File: src/design/gtc_pkg.sv
// Purpose: constants shared by the gated 16-bit timer/counter design
// Assumes: 8-bit register port, byte addresses as printed
// Notes:   every offset, field position and multi-bit reset value lives here
package gtc_pkg;

    // ------------------------------------------------------------------
    // register offsets
    // ------------------------------------------------------------------
    localparam logic [7:0] GTC_ADDR_INTERRUPT_CONTROL     = 8'h0b;
    localparam logic [7:0] GTC_ADDR_PERIPHERAL_FLAGS      = 8'h0c;
    localparam logic [7:0] GTC_ADDR_COUNT_LOW_BYTE        = 8'h0e;
    localparam logic [7:0] GTC_ADDR_COUNT_HIGH_BYTE       = 8'h0f;
    localparam logic [7:0] GTC_ADDR_TIMER_CONTROL         = 8'h10;
    localparam logic [7:0] GTC_ADDR_PERIPHERAL_INT_ENABLE = 8'h8c;

    // ------------------------------------------------------------------
    // field positions
    // ------------------------------------------------------------------
    localparam int GTC_BIT_GLOBAL_INT_ENABLE     = 7;
    localparam int GTC_BIT_PERIPH_INT_ENABLE_BIT = 6;
    localparam int GTC_BIT_OVERFLOW_FLAG         = 0;
    localparam int GTC_BIT_OVERFLOW_INT_ENABLE   = 0;
    localparam int GTC_BIT_GATE_ENABLE           = 6;
    localparam int GTC_BIT_PRESCALE_SEL_HI       = 5;
    localparam int GTC_BIT_PRESCALE_SEL_LO       = 4;
    localparam int GTC_BIT_LP_OSC_ENABLE         = 3;
    localparam int GTC_BIT_SYNC_BYPASS           = 2;
    localparam int GTC_BIT_CLOCK_SOURCE_SELECT   = 1;
    localparam int GTC_BIT_TIMER_ON              = 0;

    // ------------------------------------------------------------------
    // reset values and masks
    // ------------------------------------------------------------------
    localparam logic [7:0]  GTC_RST_BYTE        = 8'h00;
    localparam logic [6:0]  GTC_RST_CONTROL     = 7'h00;
    localparam logic [15:0] GTC_RST_COUNT       = 16'h0000;
    localparam logic [15:0] GTC_COUNT_MAX       = 16'hffff;
    localparam logic [15:0] GTC_COUNT_ONE       = 16'h0001;
    localparam logic [1:0]  GTC_PORT_PIN_FORCED = 2'h0;
    localparam logic [1:0]  GTC_PORT_DIR_FORCED = 2'h3;

    // ------------------------------------------------------------------
    // prescaler: terminal counts for 1:1, 1:2, 1:4, 1:8
    // ------------------------------------------------------------------
    localparam logic [2:0] GTC_PRE_ZERO    = 3'h0;
    localparam logic [2:0] GTC_PRE_ONE     = 3'h1;
    localparam logic [2:0] GTC_PRE_TERM_1  = 3'h0;
    localparam logic [2:0] GTC_PRE_TERM_2  = 3'h1;
    localparam logic [2:0] GTC_PRE_TERM_4  = 3'h3;
    localparam logic [2:0] GTC_PRE_TERM_8  = 3'h7;

    // instruction clock is the system clock divided by four
    localparam logic [1:0] GTC_INSTR_LAST  = 2'h3;
    localparam logic [1:0] GTC_INSTR_ONE   = 2'h1;
    localparam logic [1:0] GTC_INSTR_ZERO  = 2'h0;

endpackage

File: src/design/gtc_timer.sv
// Purpose: gated 16-bit timer/counter with 1/2/4/8 prescaler
// Assumes: all pins except the count clock sources synchronous to clk_sys_i; byte-wide register port
// Notes:   the unsynchronised path samples the pin once and keeps
//          counting while sleep_i is high; the internal clock halts
// Overview of operation
// - count is a 16-bit pair of bytes wrapping all-ones to zero.
// - every wrap sets overflow flag, bit 0 of peripheral flags.
// - interrupt request only when flag, timer enable, peripheral, global set.
// - overflow flag stays set until software writes it to zero.
// - source select bit 1 picks external rising edges or system clock/4.
// - counter mode needs a falling edge before the first counted rise.
// - gate bit 6: when on, 1 counts only while gate pin is low.
// - prescale bits 5-4 divide by 8, 4, 2 or 1.
// - prescaler hidden; a write to either count byte clears it.
// - oscillator enable bit 3 acts only with internal osc, no clock out.
// - bit 2 bypasses external sync when 1; ignored for internal source.
// - on bit 0 enables counting; 0 stops with count kept.
// - unsynchronised counter mode keeps counting in sleep and can wake.
// - count byte reads are never corrupted while counting externally.
// - with oscillator on, its two pins read 0 and directions read 1.
// - in sleep only async counts; wake needs on, enable, peripheral bits.
// - timer mode advances once per instruction cycle, via prescaler.
`timescale 1ns/1ps

module gtc_timer
    import gtc_pkg::*;
(
    input  wire logic       clk_sys_i,
    input  wire logic       srst_i,
    // register port
    input  wire logic [7:0] reg_addr_i,
    input  wire logic [7:0] reg_wdata_i,
    input  wire logic       reg_wr_i,
    input  wire logic       reg_rd_i,
    output logic      [7:0] reg_rdata_o,
    // clock sources and gate
    input  wire logic       ext_clock_pin_i,
    input  wire logic       lp_osc_clk_i,
    input  wire logic       gate_pin_n_i,
    // system state
    input  wire logic       sleep_i,
    input  wire logic       internal_oscillator_i,
    // shared port pins
    input  wire logic [1:0] port_pin_i,
    input  wire logic [1:0] port_dir_i,
    output logic      [1:0] port_pin_view_o,
    output logic      [1:0] port_dir_view_o,
    output logic            lp_osc_run_o,
    // requests to the core
    output logic            irq_o,
    output logic            wake_o
);

    // ------------------------------------------------------------------
    // register state
    // ------------------------------------------------------------------
    logic        global_int_enable_q;
    logic        peripheral_int_enable_bit_q;
    logic        overflow_flag_q;
    logic        overflow_int_enable_q;
    logic [6:0]  timer_control_q;
    logic [15:0] count_q;
    logic [15:0] count_d;

    // control fields
    logic        gate_enable;
    logic [1:0]  prescale_sel;
    logic        lp_osc_enable;
    logic        sync_bypass;
    logic        clock_source_select;
    logic        timer_on;

    assign gate_enable         = timer_control_q[GTC_BIT_GATE_ENABLE];
    assign prescale_sel        = {timer_control_q[GTC_BIT_PRESCALE_SEL_HI],
                                  timer_control_q[GTC_BIT_PRESCALE_SEL_LO]};
    assign lp_osc_enable       = timer_control_q[GTC_BIT_LP_OSC_ENABLE];
    assign sync_bypass         = timer_control_q[GTC_BIT_SYNC_BYPASS];
    assign clock_source_select = timer_control_q[GTC_BIT_CLOCK_SOURCE_SELECT];
    assign timer_on            = timer_control_q[GTC_BIT_TIMER_ON];

    // ------------------------------------------------------------------
    // write decode
    // ------------------------------------------------------------------
    logic wr_interrupt_control;
    logic wr_flags;
    logic wr_low;
    logic wr_high;
    logic wr_ctrl;
    logic wr_pie;

    assign wr_interrupt_control = reg_wr_i && (reg_addr_i == GTC_ADDR_INTERRUPT_CONTROL);
    assign wr_flags  = reg_wr_i && (reg_addr_i == GTC_ADDR_PERIPHERAL_FLAGS);
    assign wr_low    = reg_wr_i && (reg_addr_i == GTC_ADDR_COUNT_LOW_BYTE);
    assign wr_high   = reg_wr_i && (reg_addr_i == GTC_ADDR_COUNT_HIGH_BYTE);
    assign wr_ctrl   = reg_wr_i && (reg_addr_i == GTC_ADDR_TIMER_CONTROL);
    assign wr_pie    = reg_wr_i
                       && (reg_addr_i == GTC_ADDR_PERIPHERAL_INT_ENABLE);

    // ------------------------------------------------------------------
    // clock source selection
    // ------------------------------------------------------------------
    // oscillator only takes over with internal osc and no clock output
    logic lp_osc_active;
    logic ext_source;

    assign lp_osc_active = lp_osc_enable && internal_oscillator_i;
    assign ext_source    = lp_osc_active ? lp_osc_clk_i : ext_clock_pin_i;

    // instruction clock: one tick every fourth system clock, halted
    // in sleep because the core clock stops there
    logic [1:0] instr_div_q;
    logic       instr_tick;

    assign instr_tick = (instr_div_q == GTC_INSTR_LAST) && !sleep_i;

    always_ff @(posedge clk_sys_i)
    begin
        if (srst_i)
            instr_div_q <= GTC_INSTR_ZERO;
        else if (!sleep_i)
            instr_div_q <= instr_div_q + GTC_INSTR_ONE;
    end

    // two-stage synchroniser plus history stage for edge detection;
    // the second stage and the history stage feed the edge logic
    logic sync1_q;
    logic sync2_q;
    logic sync3_q;
    logic sync_rise;
    logic sync_fall;

    always_ff @(posedge clk_sys_i)
    begin
        if (srst_i)
        begin
            sync1_q <= 1'b0;
            sync2_q <= 1'b0;
            sync3_q <= 1'b0;
        end
        else
        begin
            sync1_q <= ext_source;
            sync2_q <= sync1_q;
            sync3_q <= sync2_q;
        end
    end

    assign sync_rise = sync2_q && !sync3_q;
    assign sync_fall = !sync2_q && sync3_q;

    // unsynchronised path: single sample, no synchroniser latency,
    // and it is not gated by sleep so it keeps counting
    logic pin_now_q;
    logic pin_prev_q;
    logic async_rise;
    logic async_fall;

    always_ff @(posedge clk_sys_i)
    begin
        if (srst_i)
        begin
            pin_now_q  <= 1'b0;
            pin_prev_q <= 1'b0;
        end
        else
        begin
            pin_now_q  <= ext_source;
            pin_prev_q <= pin_now_q;
        end
    end

    assign async_rise = pin_now_q && !pin_prev_q;
    assign async_fall = !pin_now_q && pin_prev_q;

    // ------------------------------------------------------------------
    // falling edge arming for counter mode
    // ------------------------------------------------------------------
    // a pin that idles high at enable must not give a spurious count
    logic armed_q;
    logic ext_fall;
    logic ext_rise;

    assign ext_fall = sync_bypass ? async_fall : sync_fall;
    assign ext_rise = sync_bypass ? async_rise
                                  : (sync_rise && !sleep_i);

    always_ff @(posedge clk_sys_i)
    begin
        if (srst_i)
            armed_q <= 1'b0;
        else if (!clock_source_select || !timer_on)
            armed_q <= 1'b0;
        else if (ext_fall)
            armed_q <= 1'b1;
    end

    // ------------------------------------------------------------------
    // qualified source edge, gate and prescaler
    // ------------------------------------------------------------------
    logic src_edge;
    logic count_allowed;
    logic [2:0] pre_q;
    logic [2:0] pre_term;
    logic pre_pulse;

    // internal source ignores the bypass bit entirely
    assign src_edge = clock_source_select ? (ext_rise && armed_q)
                                          : instr_tick;

    // gate bit only matters while the timer is on
    assign count_allowed = timer_on
                           && (!gate_enable || !gate_pin_n_i);

    always_comb
    begin
        unique case (prescale_sel)
            2'h0:    pre_term = GTC_PRE_TERM_1;
            2'h1:    pre_term = GTC_PRE_TERM_2;
            2'h2:    pre_term = GTC_PRE_TERM_4;
            2'h3:    pre_term = GTC_PRE_TERM_8;
        endcase
    end

    assign pre_pulse = src_edge && count_allowed && (pre_q == pre_term);

    // prescaler is not software visible; a count byte write clears it
    always_ff @(posedge clk_sys_i)
    begin
        if (srst_i)
            pre_q <= GTC_PRE_ZERO;
        else if (wr_low || wr_high)
            pre_q <= GTC_PRE_ZERO;
        else if (src_edge && count_allowed)
            pre_q <= (pre_q == pre_term) ? GTC_PRE_ZERO
                                         : pre_q + GTC_PRE_ONE;
    end

    // ------------------------------------------------------------------
    // 16-bit count
    // ------------------------------------------------------------------
    logic wrap;

    assign wrap = pre_pulse && (count_q == GTC_COUNT_MAX);

    // a colliding write wins over the increment; software is expected
    // to stop the timer first so this is only a defined tie-break
    always_comb
    begin
        count_d = count_q;
        if (pre_pulse)
            count_d = count_q + GTC_COUNT_ONE;
        if (wr_low)
            count_d[7:0] = reg_wdata_i;
        if (wr_high)
            count_d[15:8] = reg_wdata_i;
    end

    always_ff @(posedge clk_sys_i)
    begin
        if (srst_i)
            count_q <= GTC_RST_COUNT;
        else
            count_q <= count_d;
    end

    // ------------------------------------------------------------------
    // control and enable registers
    // ------------------------------------------------------------------
    always_ff @(posedge clk_sys_i)
    begin
        if (srst_i)
            timer_control_q <= GTC_RST_CONTROL;
        else if (wr_ctrl)
            timer_control_q <= reg_wdata_i[6:0];
    end

    always_ff @(posedge clk_sys_i)
    begin
        if (srst_i)
        begin
            global_int_enable_q         <= 1'b0;
            peripheral_int_enable_bit_q <= 1'b0;
        end
        else if (wr_interrupt_control)
        begin
            global_int_enable_q <= reg_wdata_i[GTC_BIT_GLOBAL_INT_ENABLE];
            peripheral_int_enable_bit_q <=
                reg_wdata_i[GTC_BIT_PERIPH_INT_ENABLE_BIT];
        end
    end

    always_ff @(posedge clk_sys_i)
    begin
        if (srst_i)
            overflow_int_enable_q <= 1'b0;
        else if (wr_pie)
            overflow_int_enable_q <= reg_wdata_i[GTC_BIT_OVERFLOW_INT_ENABLE];
    end

    // ------------------------------------------------------------------
    // overflow flag
    // ------------------------------------------------------------------
    // a wrap in the same cycle as a software clear keeps the flag set
    always_ff @(posedge clk_sys_i)
    begin
        if (srst_i)
            overflow_flag_q <= 1'b0;
        else if (wrap)
            overflow_flag_q <= 1'b1;
        else if (wr_flags)
            overflow_flag_q <= reg_wdata_i[GTC_BIT_OVERFLOW_FLAG];
    end

    // ------------------------------------------------------------------
    // interrupt request and wake
    // ------------------------------------------------------------------
    always_ff @(posedge clk_sys_i)
    begin
        if (srst_i)
        begin
            irq_o  <= 1'b0;
            wake_o <= 1'b0;
        end
        else
        begin
            irq_o  <= overflow_flag_q && overflow_int_enable_q
                      && peripheral_int_enable_bit_q
                      && global_int_enable_q;
            // wake does not need the global enable, only vectoring does
            wake_o <= overflow_flag_q && overflow_int_enable_q
                      && peripheral_int_enable_bit_q && timer_on;
        end
    end

    // ------------------------------------------------------------------
    // shared pin view while the oscillator owns them
    // ------------------------------------------------------------------
    always_ff @(posedge clk_sys_i)
    begin
        if (srst_i)
        begin
            port_pin_view_o <= GTC_PORT_PIN_FORCED;
            port_dir_view_o <= GTC_PORT_DIR_FORCED;
            lp_osc_run_o    <= 1'b0;
        end
        else
        begin
            lp_osc_run_o    <= lp_osc_active;
            port_pin_view_o <= lp_osc_active ? GTC_PORT_PIN_FORCED
                                             : port_pin_i;
            port_dir_view_o <= lp_osc_active ? GTC_PORT_DIR_FORCED
                                             : port_dir_i;
        end
    end

    // ------------------------------------------------------------------
    // read data, one cycle after the strobe
    // ------------------------------------------------------------------
    // the count is a system-clock register, so a byte read can never
    // catch a half-updated value even from the unsynchronised source
    logic [7:0] rd_mux;

    always_comb
    begin
        rd_mux = GTC_RST_BYTE;
        unique case (reg_addr_i)
            GTC_ADDR_INTERRUPT_CONTROL:
            begin
                rd_mux[GTC_BIT_GLOBAL_INT_ENABLE]     = global_int_enable_q;
                rd_mux[GTC_BIT_PERIPH_INT_ENABLE_BIT] =
                    peripheral_int_enable_bit_q;
            end
            GTC_ADDR_PERIPHERAL_FLAGS:
                rd_mux[GTC_BIT_OVERFLOW_FLAG] = overflow_flag_q;
            GTC_ADDR_COUNT_LOW_BYTE:  rd_mux = count_q[7:0];
            GTC_ADDR_COUNT_HIGH_BYTE: rd_mux = count_q[15:8];
            GTC_ADDR_TIMER_CONTROL:   rd_mux = {1'b0, timer_control_q};
            GTC_ADDR_PERIPHERAL_INT_ENABLE:
                rd_mux[GTC_BIT_OVERFLOW_INT_ENABLE] = overflow_int_enable_q;
            default: rd_mux = GTC_RST_BYTE;
        endcase
    end

    always_ff @(posedge clk_sys_i)
    begin
        if (srst_i)
            reg_rdata_o <= GTC_RST_BYTE;
        else
            reg_rdata_o <= reg_rd_i ? rd_mux : GTC_RST_BYTE;
    end

endmodule

File: config.mk
export PLATFORM = sky130hd
export DESIGN_NAME = gtc_timer
export DESIGN_NICKNAME = d
export VERILOG_FILES = /design/src/design/gtc_pkg.sv /design/src/design/gtc_timer.sv
export SDC_FILE = /design/constraint.sdc
export NUM_CORES = 1
export LEC_CHECK = 0
export ABC_CLOCK_PERIOD_IN_PS = 2900
export BUFFER_PORTS_ARGS = -buffer_cell sky130_fd_sc_hd__buf_4
export CAP_MARGIN = 25
export CORE_MARGIN = 10
export CORE_UTILIZATION = 35
export DETAILED_ROUTE_END_ITERATION = 8
export MAX_ROUTING_LAYER = met4
export PLACE_DENSITY = 0.53
export SLEW_MARGIN = 20
export SYNTH_ARGS = -nofsm -noshare
export SYNTH_HDL_FRONTEND = slang
export SYNTH_SLANG_ARGS = --single-unit
File: constraint.sdc
create_clock -name clk_sys_i -period 2.9 [get_ports clk_sys_i]
set_clock_uncertainty 0.15 [all_clocks]
set_input_delay 0.435 -clock clk_sys_i [delete_from_list [all_inputs] [get_ports clk_sys_i]]
set_output_delay 0.435 -clock clk_sys_i [all_outputs]
set_load 0.01 [all_outputs]
# Word-level counts from Yosys, hierarchy flattened
# Cells that the tools add are included.
# totals
input_bits	29
regBits	51
out_inout_bits	15
# classes
n_addsub	3
n_bitwise	1
reduce_logical	41
n_eq_ne	12
mux	14
# op_table
operator	n
$eq 8x4->1 const B	4
$logic_and 1x1->1	22
$add 16x1->16 const B	1
$eq 16x16->1 const B	1
$mux 16	1
$mux 8	2
$pmux 5 s3	1
$pmux 3 s4	1
$eq 8x5->1 const B	1
$eq 8x8->1 const B	1
$logic_not 1->1	8
$pmux 2 s4	1
$reduce_or 2->1	4
$eq 2x2->1 const B	3
$mux 1	6
$reduce_bool 2->1	3
$pmux 1 s5	1
$add 3x1->3 const B	1
$eq 3x3->1	1
$logic_or 1x1->1	3
$mux 3	1
$add 2x1->2 const B	1
$eq 2x1->1 const B	1
$logic_not 2->1	1
$not 1->1	1

# Depth between registers and ports, before layout
# depth
depth_word	10
mapped_depth	6
mapped_depth_nobuf	5

# Worst setup path after synthesis
# OpenSTA, ideal clock, no wires.
# synth_timing
path_type	in2reg
start	input port sleep_i
end	register count_q[14]
path_stages	6
slack_ns	0.785
arrival_ns	1.843
required_time_ns	2.628
setup_ns	0.122
path_cell_list	nor4b_2 > o2111ai_4 > a22oi_4 > buf_6 > a41oi_1 > a221o_1
# synth_via
elab_chain_len	8
word_cells_on_any_way	9
cone_classes	2 x mux; 7 x reduce/logical
# synth_lines
element	line_no	source
start: declaration	gtc_timer.sv:41	input wire logic sleep_i,
$logic_not 1->1 (*)	gtc_timer.sv:114, gtc_timer.sv:185	
$logic_and 1x1->1	gtc_timer.sv:185	: (sync_rise && !sleep_i);
$mux 1	gtc_timer.sv:184	assign ext_rise = sync_bypass ? async_rise
$logic_and 1x1->1	gtc_timer.sv:207	assign src_edge = clock_source_select ? (ext_rise && armed_q)
$mux 1 (*)	gtc_timer.sv:207	
$logic_and 1x1->1 (*) (2 in series)	gtc_timer.sv:224	assign pre_pulse = src_edge && count_allowed && (pre_q == pre_term);
$reduce_bool 2->1 (no source line) (*)	--	
end signal: assignment	gtc_timer.sv:263	count_q <= count_d;
end: declaration	gtc_timer.sv:62	logic [15:0] count_q;
# Every way passes the cells marked *; elsewhere a longest branch is shown, timed or not.
# A chain may end at the register's enable or synchronous reset.

# Worst setup path in the final report
# layout_timing
start	register timer_control_q[5]
end	register count_q[14]
# layout_via
elab_chain_len	5
word_cells_on_any_way	8
cone_classes	4 x eq/ne; 1 x mux; 3 x reduce/logical
# layout_lines
element	line_no	source
start: declaration	gtc_timer.sv:61	logic [6:0] timer_control_q;
start signal: assignment	gtc_timer.sv:274	timer_control_q <= reg_wdata_i[6:0];
$eq 2x2->1, or another cell as far along	gtc_timer.sv:216	unique case (prescale_sel)
$pmux 3 s4 (*)	gtc_timer.sv:216	
$eq 3x3->1 (*)	gtc_timer.sv:224	
$logic_and 1x1->1 (*)	gtc_timer.sv:224	
$reduce_bool 2->1 (no source line) (*)	--	
# Marks and branches as above.

==> results.md <==
- Outcome: complete, no violations
- Vias in the first global route: roughly 2300
- Largest net degree at the start of global routing: 36
- # IOs: 44
- Final hold violations: 0
- Count of warnings emitted by yosys: 0
- Total power divided by cell area: 398 nW/µm²
- Number of antenna violations at the first check in global routing: 0
- Detailed-placement wirelength estimate: roughly 5400 µm
- Buffers from clock root to sink, at most: 2
- Routed length on met1: about 3600 µm
- Classification of the worst setup path: flip-flop to flip-flop
- Count of buffers added by post-CTS timing repair for setup: 0
- CTS tree: yes
- Crit path DAT: about 2.5 ns
- Worst r2r dst: count_q[14]
- Number of max-slew violations in the final report: 0
- Reg-to-reg setup timing slack: roughly 0.49 ns
- Library cells used by synthesis: just under 60
- Via density: between 5 and 6
- IO Port Bufs: 43
- Non-filler instance count after layout: between 400 and 500
- Clk Tree Root Cell: sky130_fd_sc_hd__clkbuf_8
- Number of synthesized flops with an enable pin: 0
- Die Wd: roughly 110 µm
- Measured slew at the worst slew-check pin: roughly 0.65 ns
- Total of hold buffers inserted after clock tree synthesis: 0
- GR Util All Layers: 0.128
- Area overhead of the layout relative to synthesis: 17.7%
- Power after layout: ~1.3 mW
- End point of the critical path: count_q[14]
- Maximum level of the CTS H-tree: 2
- Number of register bits inferred by synthesis: 51
- Worst vdd ir: a little under 200 µV
- Placed Cells incl. Taps: between 400 and 500
- Fraction of final layout cells sized beyond drive strength 1: 0.223
- FFs w/ async S/R, synth: 0
- Number of vias after detailed routing: 2316
- Uppermost routed layer: met4
- Final setup viols: 0
- CP Max Fanout: 17
- Normalized max-slew margin: 0.564
- Cell area after synthesis: 2690 µm²
- Post-cts sizing count: 0
- # rows: 31
- Max Cap Viol: 0
- Ant diodes: 0
- Post-route DRC: 0
- Average wire per standard cell: approximately 17 µm
- Core footprint: about 7400 µm²
- Syn Inst Count: about 290
- Clock insertion delay at the later pin of the skew report: 0.32 ns
- Most used DFF post-synth: sky130_fd_sc_hd__dfxtp_1
- Count of filler cells inserted in the layout: around 750
- Static leakage: around 1.2 nW
- Aggregate negative setup slack: 0 ns
- Critical path data required time: ~3.0 ns
- Most common cell after layout, fill and taps aside: sky130_fd_sc_hd__dfxtp_1
- Type of the worst min-delay path: input pin to flip-flop
- Die H: 108 µm
- Share of the clock period used by the worst path after layout: 0.832
- Total routed wirelength: 7320 µm
- Die area: ~12000 µm²
- Top library cells by usage in the layout, fill and taps aside: sky130_fd_sc_hd__dfxtp_1 (51), sky130_fd_sc_hd__buf_4 (46), sky130_fd_sc_hd__nor2_1 (45)
- Critical path startpoint category: flip-flop
- Sort of element at the end of the critical path: flip-flop
- Total nets after synthesis: 326
- Global placement routability congestion: ~0.8
- Number of buffers created by CTS: 5
- Detailed Routing Iterations Pass 1: 4
- Initial DRC Count: just under 100
- Post-layout net count: between 300 and 400
- Achievable frequency: slightly above 400 MHz
- Unrepaired setup endpoints after global routing: false
- CTS Sinks: just over 50
- GRT Residual Overflow: 0
- Initial cell density of the core: 0.365
- Count of antenna-violating nets left after detailed routing: 0
- Critical path origin: timer_control_q[5]
- Clock Pin Slew Worst Setup and Hold Paths: about 0.1 ns
- Time the final worst path needs with I/O delays and setup: between 2 and 2.5 ns
- Mean instance size in the synthesized netlist: roughly 9 µm²
- Part of the Yosys area used for sequential elements: 0.380
- Routed length on met3: 367 µm
- Length in cells of the worst reg-to-reg path: 5
- Worst reg2reg path startpoint: timer_control_q[5]
- Routed wl met2: ~3200 µm
- Global-route wire length before repair: 11700 µm
-- cell type report --
class / instances / area (µm²) / area share
Multi-Input combinational cell: 230 / 1580 / 0.498
Sequential cell: 51 / 1020 / 0.323
Clock inverter: 3 / 26.3 / 0.00830
Inverter: 1 / 3.75 / 0.00119
Clock buffer: 5 / 68.8 / 0.0217
Tap cell: 99 / 124 / 0.0391
Timing Repair Buffer: 46 / 345 / 0.109
-- cell families after synthesis --
group | share of synthesized area
AO/OA/AOI/OAI | 0.189
adder cells (fa/ha/maj) | 0.0140
buffers and inverters | 0.0340
XOR/XNOR | 0.0293
AND/OR/NAND/NOR | 0.269
flip-flops | 0.380
multiplexers | 0.0847
-- through the flow --
stage | instance area [µm²] | hold slack [ns] | util | setup WS [ns]
after CTS | 3170 | 0.132 | 0.430 | 0.498
after global routing | 3170 | 0.139 | 0.430 | 0.358
final | 3170 | 0.137 | 0.430 | 0.487
after floorplan | 2690 | 0.303 | - | 0.785
after detailed placement | 3070 | 0.330 | 0.417 | 0.436
after global placement | 3070 | 0.332 | 0.417 | 0.477
-- flip-flops by register name (all words and copies together) (netlist names), 2 cells and up --
signal and cells:
timer_control_q 7, port_dir_view_o 2, port_pin_view_o 2, instr_div_q 2, pre_q 3, count_q 16
reg_rdata_o 8
-- layer usage --
metal | global-route usage | up-vias
li1 | - | 1174
met1 | 0.164 | 1083
met2 | 0.190 | 49
met3 | 0.0323 | 10
met4 | 0.0477 | 0
met5 | - | -
-- synth_stat cells (4+ instances only) --
cell / n / share of area
sky130_fd_sc_hd__nor4_1: 4 / 0.0093
sky130_fd_sc_hd__a22oi_1: 5 / 0.014
sky130_fd_sc_hd__nor3_1: 5 / 0.0093
sky130_fd_sc_hd__dfxtp_1: 51 / 0.38
sky130_fd_sc_hd__nor2b_1: 5 / 0.012
sky130_fd_sc_hd__a21oi_1: 12 / 0.022
sky130_fd_sc_hd__mux2i_1: 16 / 0.060
sky130_fd_sc_hd__nor2_1: 45 / 0.063
sky130_fd_sc_hd__a211oi_1: 8 / 0.022
sky130_fd_sc_hd__mux2_2: 6 / 0.025
sky130_fd_sc_hd__buf_6: 4 / 0.017
sky130_fd_sc_hd__and3_1: 7 / 0.016
sky130_fd_sc_hd__clkbuf_1: 5 / 0.0070
sky130_fd_sc_hd__and2_1: 4 / 0.0093
sky130_fd_sc_hd__xnor2_1: 8 / 0.026
sky130_fd_sc_hd__nand2_1: 24 / 0.034
sky130_fd_sc_hd__nand4_1: 8 / 0.019
sky130_fd_sc_hd__nand3_1: 7 / 0.013
-- critical path, cell delays in order (launching register included) --
cell,delay [ns]
sky130_fd_sc_hd__dfxtp_1,0.37
sky130_fd_sc_hd__or4_1,0.51
sky130_fd_sc_hd__a21o_1,0.36
sky130_fd_sc_hd__a22oi_4,0.45
sky130_fd_sc_hd__a41oi_1,0.19
sky130_fd_sc_hd__a221o_1,0.28
-- how the worst min path moves through the flow --
stage | endpoint | start | slack (ns) | cells after the start
final | port_dir_view_o[0] | port_dir_i[0] | 0.14 | 2
after global routing | port_dir_view_o[0] | port_dir_i[0] | 0.14 | 2
after CTS | port_dir_view_o[0] | port_dir_i[0] | 0.13 | 2
after detailed placement | pin_prev_q | pin_now_q | 0.33 | 1
after global placement | pin_prev_q | pin_now_q | 0.33 | 1
after floorplan | pin_prev_q | pin_now_q | 0.30 | 1
-- report_power, final --
group / leakage (nW) / switching, mW / internal (mW)
combinational: 0.707 / 0.0524 / 0.0450
sequential: 0.413 / 0.00460 / 0.708
clock: 0.0491 / 0.273 / 0.178
(Power assumes the default switching activity.)
